[src/core/cam_lookup_map.vh]
`ifndef CAM_LOOKUP_MAP_VH
`define CAM_LOOKUP_MAP_VH
// Entry geometry and partition limits.
`define ENTRY_W          80
`define CMP_W_MIN        7'h20
`define CMP_W_MAX        7'h50
`define ENTRY_ONES       80'hffff_ffff_ffff_ffff_ffff
// Port width selection: both configuration bits set selects 32-bit lanes.
`define PORT_WIDE        2'h3
`define LANE_16          7'h10
`define LANE_32          7'h20
// Opcodes for the synchronous port and the host command register.
`define OP_LOAD          4'h1
`define OP_SEARCH        4'h2
`define OP_LEARN         4'h3
`define OP_AGE           4'h4
`define OP_CLR_LQ        4'h5
`define OP_CLR_AQ        4'h6
// Host register indices, taken from host_reg_addr bits 5 to 1.
`define REG_STATUS       5'h00
`define REG_INDEX        5'h01
`define REG_FLAG_AQ      5'h02
`define REG_FLAG_LQ      5'h03
`define REG_FLAG_HOST_WRITE_EXCEPTION    5'h04
`define REG_FLAG_SYNC_WRITE_EXCEPTION    5'h05
`define REG_IMG0         5'h06
`define REG_IMG1         5'h07
`define REG_IMG2         5'h08
`define REG_CMD          5'h09
`define REG_RESULT       5'h0a
// Interrupt source bit positions.
`define INT_AQ           0
`define INT_LQ           1
`define INT_HOST_WRITE_EXCEPTION         2
`define INT_SYNC_WRITE_EXCEPTION         3
// Clock periods the input-ready output stays low after reset release.
`define READY_DELAY_CLKS 800
// Free entries at which a colliding lower-priority learn is refused.
`define EXC_FREE_LEFT    2
`endif

[src/core/cam_lookup_dual_port_interface.v]
// What this block does
// - One search plus one learn completes within seven clock periods.
// - Entries are 80 bits, compare width programmable from 32 to 80 bits.
// - Searches compare only the compare partition; the rest is returned data.
// - Both ports run concurrently; the configured priority port wins database collisions.
// - Synchronous port lanes are 16 or 32 bits, chosen by two configuration bits.
// - Results leave on the output bus with a valid strobe, coincident or leading.
// - A search hit returns associated data and index, order configurable.
// - An external output enable puts the synchronous output bus in high impedance.
// - Each output-advance pulse presents the next word of wide results.
// - Host register index is address bits 5 to 1; bit 0 picks a half.
// - Host ready rises when read data is valid or write data was taken.
// - Match flag goes low when the previous search or learn hit.
// - Full flag goes low when no entry is free for learning.
// - Up to four devices chain through cascade signals without configuration.
// - Interrupt output polarity is configurable.
// - Four enableable interrupt sources: both queues and both write exceptions.
// - All reads and writes are registered on the single system clock.
// - Input-ready stays low for up to 800 clocks after reset release.
// - Flag read acknowledges; queue interrupt rearms only after the queue empties.
// - A colliding lower-priority host access keeps host ready low until done.
`timescale 1ns/10ps
`default_nettype none
`include "cam_lookup_map.vh"
module cam_lookup_dual_port_interface #(
    parameter DEPTH       = 8,
    parameter IDX_W       = 3,
    parameter READY_DELAY = `READY_DELAY_CLKS
) (
    input  wire        clk,
    input  wire        reset,
    input  wire [1:0]  cfg_port_width,
    input  wire [6:0]  cfg_cmp_width,
    input  wire        cfg_sync_priority,
    input  wire        cfg_valid_lead,
    input  wire        cfg_index_first,
    input  wire        cfg_host_wide,
    input  wire        cfg_int_active_high,
    input  wire [3:0]  cfg_int_enable,
    input  wire [31:0] din,
    input  wire        sync_in_strobe_n,
    input  wire [3:0]  opcode_in,
    output wire        sync_in_ready,
    output reg  [31:0] dout,
    output wire        dout_oe,
    input  wire        out_enable_n,
    output wire        sync_out_valid_n,
    input  wire        sync_out_advance_n,
    input  wire [5:0]  host_reg_addr,
    input  wire        host_rw,
    input  wire        host_select_n,
    input  wire [31:0] host_data_in,
    output reg  [31:0] host_data_out,
    output wire        host_data_oe,
    output reg         host_ack,
    output wire        match_flag_n,
    output wire        full_flag_n,
    output reg         int_out,
    input  wire        cascade_down,
    output wire        cascade_up,
    output wire        cascade_select,
    output wire [3:0]  cascade_bus
);
    localparam ST_IDLE = 3'b001;
    localparam ST_CMP  = 3'b010;
    localparam ST_RES  = 3'b100;

    // Pin inputs, active-low ones inverted first, pass two flip-flops.
    localparam PIN_W = 80;
    wire [PIN_W-1:0] pin_raw = {host_data_in, host_reg_addr, host_rw, ~host_select_n, ~out_enable_n,
                                ~sync_out_advance_n, ~sync_in_strobe_n, opcode_in, din, cascade_down};
    reg  [PIN_W-1:0] pin_meta_reg;
    reg  [PIN_W-1:0] pin_sync_reg;
    always @(posedge clk) begin
        if (reset) begin
            pin_meta_reg <= {PIN_W{1'b0}};
            pin_sync_reg <= {PIN_W{1'b0}};
        end else begin
            pin_meta_reg <= pin_raw;
            pin_sync_reg <= pin_meta_reg;
        end
    end
    wire        casc_s = pin_sync_reg[0];
    wire [31:0] din_s  = pin_sync_reg[32:1];
    wire [3:0]  op_s   = pin_sync_reg[36:33];
    wire        stb_s  = pin_sync_reg[37];
    wire        adv_s  = pin_sync_reg[38];
    wire        oe_s   = pin_sync_reg[39];
    wire        sel_s  = pin_sync_reg[40];
    wire        rw_s   = pin_sync_reg[41];
    wire [5:0]  addr_s = pin_sync_reg[47:42];
    wire [31:0] hdin_s = pin_sync_reg[79:48];

    // Compare width clamped into the legal partition range.
    function [6:0] clamp_cw(input [6:0] w);
        clamp_cw = (w < `CMP_W_MIN) ? `CMP_W_MIN : ((w > `CMP_W_MAX) ? `CMP_W_MAX : w);
    endfunction
    // Sixteen-bit host accesses update only the half selected by address bit 0.
    function [31:0] merge_half(input [31:0] old, input [31:0] nw, input half, input wide);
        merge_half = wide ? nw : (half ? {nw[15:0], old[15:0]} : {old[31:16], nw[15:0]});
    endfunction

    wire        lane_wide = (cfg_port_width == `PORT_WIDE);
    wire [6:0]  lane_w    = lane_wide ? `LANE_32 : `LANE_16;
    wire [6:0]  cw        = clamp_cw(cfg_cmp_width);
    wire [79:0] kmask     = ~(`ENTRY_ONES << cw);
    wire [6:0]  assoc_w   = `CMP_W_MAX - cw;
    wire [6:0]  n_assoc   = lane_wide ? ((assoc_w + 7'h1f) >> 5) : ((assoc_w + 7'h0f) >> 4);

    reg  [79:0]      entry_mem [0:DEPTH-1];
    reg  [DEPTH-1:0] valid_reg;
    reg  [2:0]       state_reg;
    reg  [9:0]       init_cnt_reg;
    reg  [111:0]     cmp_buf_reg;
    reg  [6:0]       load_pos_reg;
    reg              sync_pend_reg;
    reg  [3:0]       sync_op_reg;
    reg  [31:0]      sync_assoc_reg;
    reg              host_pend_reg;
    reg  [3:0]       host_op_reg;
    reg  [31:0]      img0_reg, img1_reg, img2_reg;
    reg              cur_host_reg;
    reg  [3:0]       cur_op_reg;
    reg  [79:0]      cur_img_reg;
    reg              hit_reg, match_reg;
    reg  [IDX_W-1:0] hit_idx_reg, free_idx_reg, res_idx_reg;
    reg              free_any_reg;
    reg  [79:0]      res_assoc_reg;
    reg  [2:0]       out_cnt_reg;
    reg  [2:0]       out_total_reg;
    reg              adv_prev_reg;
    reg  [31:0]      stage_reg;
    reg              stage_vld_reg, dvld_reg;
    reg  [7:0]       lq_cnt_reg, aq_cnt_reg;
    reg              lq_armed_reg, aq_armed_reg;
    reg  [3:0]       pend_int_reg;
    reg              host_act_reg, host_cmd_wait_reg;

    wire init_done = (init_cnt_reg == READY_DELAY[9:0]);

    // Associative compare and free-entry search over all entries at once.
    reg  [IDX_W-1:0] c_hit_idx, c_free_idx;
    reg              c_hit, c_free;
    reg  [IDX_W:0]   c_free_cnt;
    integer i;
    always @* begin
        c_hit = 1'b0;
        c_free = 1'b0;
        c_hit_idx = {IDX_W{1'b0}};
        c_free_idx = {IDX_W{1'b0}};
        c_free_cnt = {(IDX_W+1){1'b0}};
        for (i = DEPTH-1; i >= 0; i = i - 1) begin
            if (valid_reg[i] && (((entry_mem[i] ^ cur_img_reg) & kmask) == 80'h0)) begin
                c_hit = 1'b1;
                c_hit_idx = i[IDX_W-1:0];
            end
            if (!valid_reg[i]) begin
                c_free = 1'b1;
                c_free_idx = i[IDX_W-1:0];
                c_free_cnt = c_free_cnt + 1'b1;
            end
        end
    end

    // Arbitration between pending synchronous and host database operations.
    wire both_req   = sync_pend_reg && host_pend_reg;
    wire both_learn = both_req && (sync_op_reg == `OP_LEARN) && (host_op_reg == `OP_LEARN);
    wire exc_hit    = both_learn && (c_free_cnt == `EXC_FREE_LEFT);
    wire arb_ok     = (state_reg == ST_IDLE) && init_done;
    wire pick_sync  = arb_ok && sync_pend_reg && (!host_pend_reg || cfg_sync_priority);
    wire pick_host  = arb_ok && host_pend_reg && (!sync_pend_reg || !cfg_sync_priority);
    wire drop_sync  = arb_ok && exc_hit && !cfg_sync_priority;
    wire drop_host  = arb_ok && exc_hit && cfg_sync_priority;
    wire res_done   = (state_reg == ST_RES);
    wire host_done  = (res_done && cur_host_reg) || drop_host;
    wire sync_image_src = (sync_op_reg == `OP_LEARN);
    wire [79:0] sync_img = (cmp_buf_reg[79:0] & kmask) |
                           (({48'h0, sync_assoc_reg} << cw) & ~kmask & {48'h0, sync_image_src ? 32'hffff_ffff : 32'h0} << cw);
    wire sync_take  = stb_s && init_done && !sync_pend_reg;
    wire learn_ins  = res_done && (cur_op_reg == `OP_LEARN) && !hit_reg && free_any_reg && casc_s;

    // Database engine: take, compare, then commit the result.
    always @(posedge clk) begin
        if (reset) begin
            state_reg <= ST_IDLE;
            init_cnt_reg <= 10'h000;
            valid_reg <= {DEPTH{1'b0}};
            sync_pend_reg <= 1'b0;
            sync_op_reg <= 4'h0;
            sync_assoc_reg <= 32'h0;
            load_pos_reg <= 7'h00;
            cmp_buf_reg <= 112'h0;
            cur_host_reg <= 1'b0;
            cur_op_reg <= 4'h0;
            cur_img_reg <= 80'h0;
            hit_reg <= 1'b0;
            match_reg <= 1'b0;
            hit_idx_reg <= {IDX_W{1'b0}};
            free_idx_reg <= {IDX_W{1'b0}};
            free_any_reg <= 1'b0;
        end else begin
            if (!init_done)
                init_cnt_reg <= init_cnt_reg + 10'h001;
            if (sync_take && op_s == `OP_LOAD && load_pos_reg < `CMP_W_MAX) begin
                if (lane_wide)
                    cmp_buf_reg[load_pos_reg +: 32] <= din_s;
                else
                    cmp_buf_reg[load_pos_reg +: 16] <= din_s[15:0];
                load_pos_reg <= load_pos_reg + lane_w;
            end else if (sync_take && op_s != `OP_LOAD) begin
                sync_pend_reg <= 1'b1;
                sync_op_reg <= op_s;
                sync_assoc_reg <= lane_wide ? din_s : {16'h0, din_s[15:0]};
            end
            if (pick_sync || drop_sync) begin
                sync_pend_reg <= 1'b0;
                load_pos_reg <= 7'h00;
            end
            case (state_reg)
                ST_IDLE: begin
                    if (pick_sync) begin
                        cur_host_reg <= 1'b0;
                        cur_op_reg <= sync_op_reg;
                        cur_img_reg <= sync_img;
                        state_reg <= ST_CMP;
                    end else if (pick_host) begin
                        cur_host_reg <= 1'b1;
                        cur_op_reg <= host_op_reg;
                        cur_img_reg <= {img2_reg[15:0], img1_reg, img0_reg};
                        state_reg <= ST_CMP;
                    end
                end
                ST_CMP: begin
                    hit_reg <= c_hit;
                    hit_idx_reg <= c_hit_idx;
                    free_idx_reg <= c_free_idx;
                    free_any_reg <= c_free;
                    state_reg <= ST_RES;
                end
                ST_RES: begin
                    if (cur_op_reg == `OP_SEARCH || cur_op_reg == `OP_LEARN)
                        match_reg <= hit_reg;
                    if (cur_op_reg == `OP_LEARN && hit_reg)
                        entry_mem[hit_idx_reg] <= cur_img_reg;
                    if (learn_ins) begin
                        entry_mem[free_idx_reg] <= cur_img_reg;
                        valid_reg[free_idx_reg] <= 1'b1;
                    end
                    if (cur_op_reg == `OP_AGE && hit_reg)
                        valid_reg[hit_idx_reg] <= 1'b0;
                    state_reg <= ST_IDLE;
                end
                default: state_reg <= ST_IDLE;
            endcase
        end
    end

    // Result words leave through a stage register so the valid strobe can lead.
    wire adv_edge = adv_s && !adv_prev_reg;
    wire new_res  = res_done && !cur_host_reg && (cur_op_reg == `OP_SEARCH) && hit_reg;
    wire [2:0] pick_k = new_res ? 3'h0 : out_cnt_reg + 3'h1;
    wire [2:0] assoc_k = cfg_index_first ? pick_k - 3'h1 : pick_k;
    wire is_idx = cfg_index_first ? (pick_k == 3'h0) : (pick_k == n_assoc[2:0]);
    wire [79:0] assoc_src = new_res ? (entry_mem[hit_idx_reg] >> cw) : res_assoc_reg;
    wire [79:0] assoc_sh  = assoc_src >> (lane_wide ? {assoc_k, 5'h00} : {1'b0, assoc_k, 4'h0});
    wire [IDX_W-1:0] idx_src = new_res ? hit_idx_reg : res_idx_reg;
    wire [31:0] word_sel = is_idx ? {{(32-IDX_W){1'b0}}, idx_src} :
                           (lane_wide ? assoc_sh[31:0] : {16'h0, assoc_sh[15:0]});
    always @(posedge clk) begin
        if (reset) begin
            res_assoc_reg <= 80'h0;
            res_idx_reg <= {IDX_W{1'b0}};
            out_cnt_reg <= 3'h0;
            out_total_reg <= 3'h0;
            adv_prev_reg <= 1'b0;
            stage_reg <= 32'h0;
            stage_vld_reg <= 1'b0;
            dvld_reg <= 1'b0;
            dout <= 32'h0;
        end else begin
            adv_prev_reg <= adv_s;
            stage_vld_reg <= 1'b0;
            dvld_reg <= stage_vld_reg;
            if (new_res || (adv_edge && out_cnt_reg < out_total_reg)) begin
                stage_reg <= word_sel;
                stage_vld_reg <= 1'b1;
                out_cnt_reg <= pick_k;
            end
            if (new_res) begin
                res_assoc_reg <= entry_mem[hit_idx_reg] >> cw;
                res_idx_reg <= hit_idx_reg;
                out_total_reg <= n_assoc[2:0];
            end
            if (stage_vld_reg)
                dout <= stage_reg;
        end
    end
    // Lead mode shows valid while the word is still in the stage register.
    assign sync_out_valid_n = cfg_valid_lead ? ~stage_vld_reg : ~dvld_reg;
    assign dout_oe = oe_s;

    // Host port: a cycle is taken once per select assertion.
    wire       host_take = sel_s && !host_act_reg;
    wire [4:0] reg_idx   = addr_s[5:1];
    wire       half      = addr_s[0];
    wire       hwr       = host_take && !rw_s;
    wire       hrd       = host_take && rw_s;
    wire [31:0] rd_word  = (reg_idx == `REG_STATUS) ? {28'h0, init_done, state_reg == ST_IDLE,
                                                       ~full_flag_n, match_reg} :
                           (reg_idx == `REG_INDEX)  ? {28'h0, pend_int_reg} :
                           (reg_idx == `REG_FLAG_AQ) ? {24'h0, aq_cnt_reg} :
                           (reg_idx == `REG_FLAG_LQ) ? {24'h0, lq_cnt_reg} :
                           (reg_idx == `REG_IMG0) ? img0_reg :
                           (reg_idx == `REG_IMG1) ? img1_reg :
                           (reg_idx == `REG_IMG2) ? img2_reg :
                           (reg_idx == `REG_RESULT) ? {{(31-IDX_W){1'b0}}, hit_reg, hit_idx_reg} :
                           32'h0;
    wire [3:0] int_set = {drop_sync, drop_host,
                          lq_armed_reg && learn_ins,
                          aq_armed_reg && res_done && cur_op_reg == `OP_AGE && hit_reg};
    wire [3:0] int_clr = {hrd && reg_idx == `REG_FLAG_SYNC_WRITE_EXCEPTION, hrd && reg_idx == `REG_FLAG_HOST_WRITE_EXCEPTION,
                          hrd && reg_idx == `REG_FLAG_LQ, hrd && reg_idx == `REG_FLAG_AQ};
    wire clr_lq = res_done && cur_op_reg == `OP_CLR_LQ;
    wire clr_aq = res_done && cur_op_reg == `OP_CLR_AQ;
    always @(posedge clk) begin
        if (reset) begin
            host_act_reg <= 1'b0;
            host_cmd_wait_reg <= 1'b0;
            host_ack <= 1'b0;
            host_data_out <= 32'h0;
            host_pend_reg <= 1'b0;
            host_op_reg <= 4'h0;
            img0_reg <= 32'h0;
            img1_reg <= 32'h0;
            img2_reg <= 32'h0;
            lq_cnt_reg <= 8'h00;
            aq_cnt_reg <= 8'h00;
            lq_armed_reg <= 1'b1;
            aq_armed_reg <= 1'b1;
            pend_int_reg <= 4'h0;
            int_out <= 1'b0;
        end else begin
            if (host_take)
                host_act_reg <= 1'b1;
            else if (!sel_s)
                host_act_reg <= 1'b0;
            if (!sel_s)
                host_ack <= 1'b0;
            else if (host_take && !(hwr && reg_idx == `REG_CMD))
                host_ack <= 1'b1;
            else if (host_cmd_wait_reg && host_done)
                host_ack <= 1'b1;
            if (hrd)
                host_data_out <= (cfg_host_wide || !half) ? rd_word : {16'h0, rd_word[31:16]};
            if (hwr && reg_idx == `REG_IMG0)
                img0_reg <= merge_half(img0_reg, hdin_s, half, cfg_host_wide);
            if (hwr && reg_idx == `REG_IMG1)
                img1_reg <= merge_half(img1_reg, hdin_s, half, cfg_host_wide);
            if (hwr && reg_idx == `REG_IMG2)
                img2_reg <= merge_half(img2_reg, hdin_s, half, cfg_host_wide);
            if (hwr && reg_idx == `REG_CMD && !host_pend_reg) begin
                host_pend_reg <= 1'b1;
                host_op_reg <= hdin_s[3:0];
                host_cmd_wait_reg <= 1'b1;
            end else if (pick_host || drop_host) begin
                host_pend_reg <= 1'b0;
            end
            if (host_done)
                host_cmd_wait_reg <= 1'b0;
            // Queue counters; a queue interrupt rearms only after its queue empties.
            if (clr_lq)
                lq_cnt_reg <= 8'h00;
            else if (learn_ins && lq_cnt_reg != 8'hff)
                lq_cnt_reg <= lq_cnt_reg + 8'h01;
            if (clr_aq)
                aq_cnt_reg <= 8'h00;
            else if (int_set[`INT_AQ] || (res_done && cur_op_reg == `OP_AGE && hit_reg && aq_cnt_reg != 8'hff))
                aq_cnt_reg <= aq_cnt_reg + 8'h01;
            if (lq_cnt_reg == 8'h00 && !learn_ins)
                lq_armed_reg <= 1'b1;
            else if (learn_ins)
                lq_armed_reg <= 1'b0;
            if (aq_cnt_reg == 8'h00 && !(res_done && cur_op_reg == `OP_AGE && hit_reg))
                aq_armed_reg <= 1'b1;
            else if (res_done && cur_op_reg == `OP_AGE && hit_reg)
                aq_armed_reg <= 1'b0;
            // A new event in the acknowledge cycle stays pending.
            pend_int_reg <= int_set | (pend_int_reg & ~int_clr);
            int_out <= ((|(pend_int_reg & cfg_int_enable)) == cfg_int_active_high);
        end
    end
    assign host_data_oe = host_ack && rw_s && sel_s;

    assign sync_in_ready  = init_done && (state_reg == ST_IDLE) && !sync_pend_reg;
    assign match_flag_n   = ~match_reg;
    assign full_flag_n    = |(~valid_reg);
    // A device learns only once every device above it is full, so the chain needs no setup.
    assign cascade_up     = casc_s && ~full_flag_n;
    assign cascade_select = match_reg;
    assign cascade_bus    = {match_reg, ~full_flag_n, sync_in_ready, state_reg != ST_IDLE};
endmodule // cam_lookup_dual_port_interface
`default_nettype wire

[config.mk]
export PLATFORM = sky130hd
export DESIGN_NAME = cam_lookup_dual_port_interface
export DESIGN_NICKNAME = d
export VERILOG_FILES = /design/src/core/cam_lookup_dual_port_interface.v
export VERILOG_INCLUDE_DIRS = /design/src /design/src/core
export SDC_FILE = /design/constraint.sdc
export NUM_CORES = 2
export LEC_CHECK = 0
export CAP_MARGIN = 30
export CORE_MARGIN = 2
export CORE_UTILIZATION = 25
export DETAILED_ROUTE_END_ITERATION = 8
export DONT_BUFFER_PORTS = 1
export PLACE_DENSITY = 0.46
export SLEW_MARGIN = 5
export SYNTH_ARGS = -nofsm -noshare
export SYNTH_HDL_FRONTEND = slang
export SYNTH_SLANG_ARGS = --single-unit
[constraint.sdc]
create_clock -name clk -period 12.4 [get_ports clk]
set_clock_uncertainty 0.2 [all_clocks]
set_input_delay 1.24 -clock clk [delete_from_list [all_inputs] [get_ports clk]]
set_output_delay 1.24 -clock clk [all_outputs]
set_load 0.01 [all_outputs]
; ---- Yosys cells after proc, flatten, opt, wreduce, memory -nomap -nowiden
; Memory sizes are Yosys's and may differ from the RTL's. A register that Yosys moved wholly into a read port is not among the register bits.
; Cells that the tools add are included.
; W data, S select, Z words.
[word_totals]
register_bits = 746
wordCells = 384
ram_bits = 640
mem_count = 1
output_inout_bits = 78
inputBits = 100
[op_classes]
reduce_logical = 125
shift = 9
bitwise_logic = 40
mux = 106
n_lt_le_gt_ge = 8
addsub = 17
eq_ne = 33
[mem_list]
columns = memory, words, word_bits, rd, rd_clocked_by_memory_dff, wr, line_no
row1 = entry_mem, 8, 80, 9, 1, 1, cam_lookup_dual_port_interface.v:110  ; reg [79:0] entry_mem [0:DEPTH-1];
[ops]
columns = operator, n
row1 = $and A80 B80 Y80, 11
row2 = $logic_not A80 Y1, 8
row3 = $xor A80 B80 Y80, 8
row4 = $mux W32, 14
row5 = $mux W80, 4
row6 = $bwmux W112, 2
row7 = $not A80 Y80, 2
row8 = $shl A32 B7 Y80, 2
row9 = $mux W112, 1
row10 = $shift A16 B9 Y112 const A, 1
row11 = $shift A32 B9 Y112 const A, 1
row12 = $shiftx A16 B9 Y112, 1
row13 = $shiftx A32 B9 Y112, 1
row14 = $or A80 B80 Y80, 1
row15 = $reduce_or A80 Y1, 1
row16 = $shl A80 B7 Y80 const A, 1
row17 = $shr A80 B7 Y80, 1
row18 = $shr A80 B8 Y32, 1
row19 = $mux W3, 25
row20 = $logic_and A1 B1 Y1, 69
row21 = $mux W4, 10
row22 = $mux W8, 5
row23 = $mux W1, 39
row24 = $add A4 B1 Y4 const B, 7
row25 = other kinds (56), 122

; ---- Logic depth before layout (Yosys ltp)
[logic_depth]
word_depth = 23
depth_mapped = 25
mapped_depth_nobuf = 25

; ---- Worst setup path after synthesis
; OpenSTA, ideal clock, no wires.
[synth_timing]
kind = in2reg
start = input port reset
end = memory entry_mem[6][0], enable pin
setup_time_ns = 0.519
stages = 4
required_time_ns = 11.681
slack_ns = 5.881
arrival_ns = 5.800
path_buffers = 1
cell_sequence = clkbuf_1 > nor4_1 > a31oi_1 > nor2_1
[synth_between]
elab_chain_len = 4
elab_cells_between_ends = 7
cone_classes = mux: 6 / reduce/logical: 1
[synth_rtl]
columns = item, line_no
row1 = from (decl), cam_lookup_dual_port_interface.v:31  ; input wire reset,
row2 = $mux W1, cam_lookup_dual_port_interface.v:184  ; if (reset) begin
row3 = $mux W1 (not written as such), cam_lookup_dual_port_interface.v:246  ; entry_mem[free_idx_reg] <= cur_img_reg;
row4 = $reduce_or A80 Y1 (no line), n/a
row5 = $mux W3 (no line) or $mux W1 (tied branches), n/a
row6 = to (decl), cam_lookup_dual_port_interface.v:110
; Several ways; a longest one is shown, not always the timed one.

==> results.txt <==
The run finished with clean final reports. The fraction of registers with async set/reset is 0%. The number of endpoints with negative hold slack in the final report is 0. Counting the fill cells in the layout gives 28000. Global routing finished with a remaining overflow of 0. The slew at the pin with the worst max-slew slack is 1.14 ns. The overall fraction of global-route tracks in use is 23.7%. Using the TritonRoute via totals, the vias-per-cell ratio works out to 5.47. The final-layout setup total negative slack came out at 0 ns.

The most repeated cell in the gate-level netlist after synthesis is sky130_fd_sc_hd__dfxtp_1. Synthesis inferred 1353 register bits. The switching share of power came out at 23.7%. The final wirelength came out at 337 mm. The die outline width is 524 um. TritonCTS built the clock tree. The static leakage came out at 26.4 nW. The number of different library cells used by synthesis comes to 103. The clock-pin slew on the worst setup and hold paths is 0.06 ns. The total of endpoints with negative setup slack in the final report came out at 0. The number of DRC markers in iteration 0 came out at 7143. In the post-synthesis netlist, the biggest area contributors are sky130_fd_sc_hd__edfxtp_1 (28%), sky130_fd_sc_hd__dfxtp_1 (21%), sky130_fd_sc_hd__xor2_1 (5.0%). The reported net switching power is 0.00243 W.

The nature of the critical path endpoint is a flop. The count of unresolved DRC violations after routing came out at 0. The maximum clock frequency came out at 139 MHz.

The clock drives 1353 sinks. The total half-perimeter wirelength after legalization and detailed placement is 253 mm. The final critical-path share of the clock period came out at 58.0%.

Across all layers, the routed design uses 55900 vias. For the worst-skew pair, the clock arrives at the later sink with an insertion delay of 0.86 ns. After routing the design area is 78000 um^2.

The via count of the first global-routing pass is 52200. The average detailed-routed wire length per instance came out at 33.1 um. The first detailed-routing pass ran for 6 iterations. For this run, the share of the core covered by cells in the final layout is 28.9%. The area of the placeable core is 270000 um^2. The die footprint came out at 275000 um^2. The headroom to the max-slew limit came out at 23.5%. The proportion of layout cells with a drive suffix above 1 is 11.5%. The count of final max-slew check failures came out at 0. During I/O placement, the number of pins put on the boundary was 178. The placer's final routability congestion estimate is 0.989. Of all cell types, the one taking the most synthesized area is sky130_fd_sc_hd__edfxtp_1. The cell internal power dissipation came out at 0.00781 W. The synthesized netlist net count is 6714. The kind of critical path is in -> reg.

The predominant post-synthesis flop cell is sky130_fd_sc_hd__dfxtp_1. In the final design database the tool counted 6626 nets. The flip-flop count of the largest register after layout came out at 640. After detailed placement, the total cell area comes to 72200 um^2. The portion of synthesized cell area occupied by the leading cell type is 28.4%.

The final total power came out at 0.0102 W. For this run, the number of Yosys warnings is 0. The clock network is responsible for 49.7% of the overall power. The commonest cells after synthesis are sky130_fd_sc_hd__dfxtp_1 (713), sky130_fd_sc_hd__edfxtp_1 (640), sky130_fd_sc_hd__nand2_1 (630). The number of antenna violations at the first check in global routing is 20. The post-synthesis instance total is 6586. The min-delay analysis places its worst path in the category reg -> reg.

The total standard cell area after synthesis is 67700 um^2. Buffers placed on the I/O ports in this run total 0. STA classifies the critical path startpoint as a primary input. The number of buffers on the longest clock path is 3. The register with the highest flop count is entry_mem. In this run the worst path has a maximum fanout of 178.

The number of buffers inserted by post-CTS setup repair came out at 0. The initial cell density of the core came out at 25.1%. Setup repair after global routing left no endpoint under its margin. The final instance count without filler cells is 10200. The number of clock buffers inserted by TritonCTS is 155. The clock period minus worst slack came out at 7.19 ns. The count of standard-cell rows is 191. Entering global routing, the biggest net connects 623 pins.

The sequential fraction of the synthesis area is 49.5%. The highest ir drop seen on vdd is 0.132 mV. The number of buffers added to fix hold violations after cts is 0.

The vertical die dimension is 524 um. The detail route stage leaves a number of antenna-violating nets equal to 0. The portion of total power attributed to sequential cells came out at 45.9%. The tool flagged a number of max-cap violations equal to 0. The number of cells in the design after placement is 9900. The power share of the combinational group came out at 4.4%. The data arrival time of the critical path came out at 7.68 ns. The post-cts gate resize count came out at 0.

The first global-routing pass estimated 457 mm of wire. The area growth from synthesis to final layout is 15.2%. In this run, synthesis inferred 640 flip-flops with an integrated enable. The H-tree generated during clock tree synthesis spans 4 levels.

In this run the clock root is driven by a sky130_fd_sc_hd__clkbuf_16. The synthesized area per cell is 10.3 um^2. The cell area power density is 131 nW/um^2. The worst path required time came out at 12.89 ns.
## worst paths after layout
check	from	endpoint	slack, ns	cells after the start
setup / recovery	cfg_cmp_width[6]	flop	5.21	15
hold / removal	pin_meta_reg[59]	pin_sync_reg[59]	0.23	1
setup reg to reg	flop	stage_reg[2]	6.42	13
hold reg to reg	pin_meta_reg[59]	pin_sync_reg[59]	0.23	1
## layer usage
metal  GRT usage, %  share of wire, %
met4           10.2               4.8
met5              0             0.020
met1           33.0                44
met3           4.38               7.8
met2           35.6                43
## metrics by stage
stage	hold slack [ns]	setup WS, ns
after floorplan	0.214	5.88
after global placement	0.218	4.90
after detailed placement	0.222	4.84
after CTS	0.186	5.73
after global routing	0.209	5.27
final	0.227	5.21
## cells by family after synthesis
| logic type | synth area share (%) |
|---|---|
| mux | 8.03 |
| compound gates | 14.9 |
| flops | 49.5 |
| buf+inv | 3.40 |
| fa+ha+maj | 0.589 |
| xor+xnor | 8.44 |
| simple gates | 15.2 |
## power by group through the flow
| stage | sequential, W | combinational, W | clock, W |
|---|---|---|---|
| 6_report | 0.00470 | 0.000454 | 0.00509 |
| 5_1_grt | 0.00469 | 0.000465 | 0.00534 |
| 4_1_cts | 0.00469 | 0.000440 | 0.00518 |
| 3_5_place_dp | 0.00479 | 0.000438 | 0 |
| 3_3_place_gp | 0.00479 | 0.000438 | 0 |
| 2_1_floorplan | 0.00477 | 0.000289 | 0 |
## layout by cell type (no fill, tap or decap), types with 67 or more instances in the layout
master and instances:
sky130_fd_sc_hd__nor2_1 546, sky130_fd_sc_hd__clkbuf_16 157, sky130_fd_sc_hd__o21ai_0 177, sky130_fd_sc_hd__nand3_1 136, sky130_fd_sc_hd__nand2_1 629, sky130_fd_sc_hd__xor2_1 383, sky130_fd_sc_hd__nor4_1 135, sky130_fd_sc_hd__mux4_2 121
sky130_fd_sc_hd__inv_1 67, sky130_fd_sc_hd__nor2b_1 195, sky130_fd_sc_hd__dfxtp_1 709, sky130_fd_sc_hd__edfxtp_1 640, sky130_fd_sc_hd__o211ai_1 74, sky130_fd_sc_hd__a21oi_1 365, sky130_fd_sc_hd__nor3_1 101, sky130_fd_sc_hd__nand4_1 87
sky130_fd_sc_hd__o22ai_1 74, sky130_fd_sc_hd__mux2i_1 210, sky130_fd_sc_hd__a211oi_1 136, sky130_fd_sc_hd__a22oi_1 202, sky130_fd_sc_hd__buf_4 212, sky130_fd_sc_hd__xnor2_1 267
## critical path: stages
cell                        delay (ns)
sky130_fd_sc_hd__nor3b_4          0.41
sky130_fd_sc_hd__o21ai_4          0.79
sky130_fd_sc_hd__buf_4            0.55
sky130_fd_sc_hd__ha_1             0.31
sky130_fd_sc_hd__ha_1             0.55
sky130_fd_sc_hd__or4b_2           0.74
sky130_fd_sc_hd__nand2_1          0.61
sky130_fd_sc_hd__o22ai_1          0.19
sky130_fd_sc_hd__nor4_1           0.97
sky130_fd_sc_hd__nand4_1          0.18
sky130_fd_sc_hd__o21ai_0          0.32
sky130_fd_sc_hd__nor2_1           0.14
sky130_fd_sc_hd__nand2_1          0.11
sky130_fd_sc_hd__a2bb2oi_1        0.19
sky130_fd_sc_hd__nor2_1           0.09
## cell type report
type / count / area, um^2 / area share (%)
clock buffers: 208 / 4340 / 5.56
flip-flops and latches: 1353 / 33500 / 42.9
diodes: 7 / 17.5 / 0.0225
multi-input cells: 4678 / 32200 / 41.3
repair buffers: 237 / 1910 / 2.45
well taps: 3570 / 4470 / 5.73
inverters: 73 / 274 / 0.351
clock inverters: 79 / 1320 / 1.69
(Power assumes the default switching activity.)
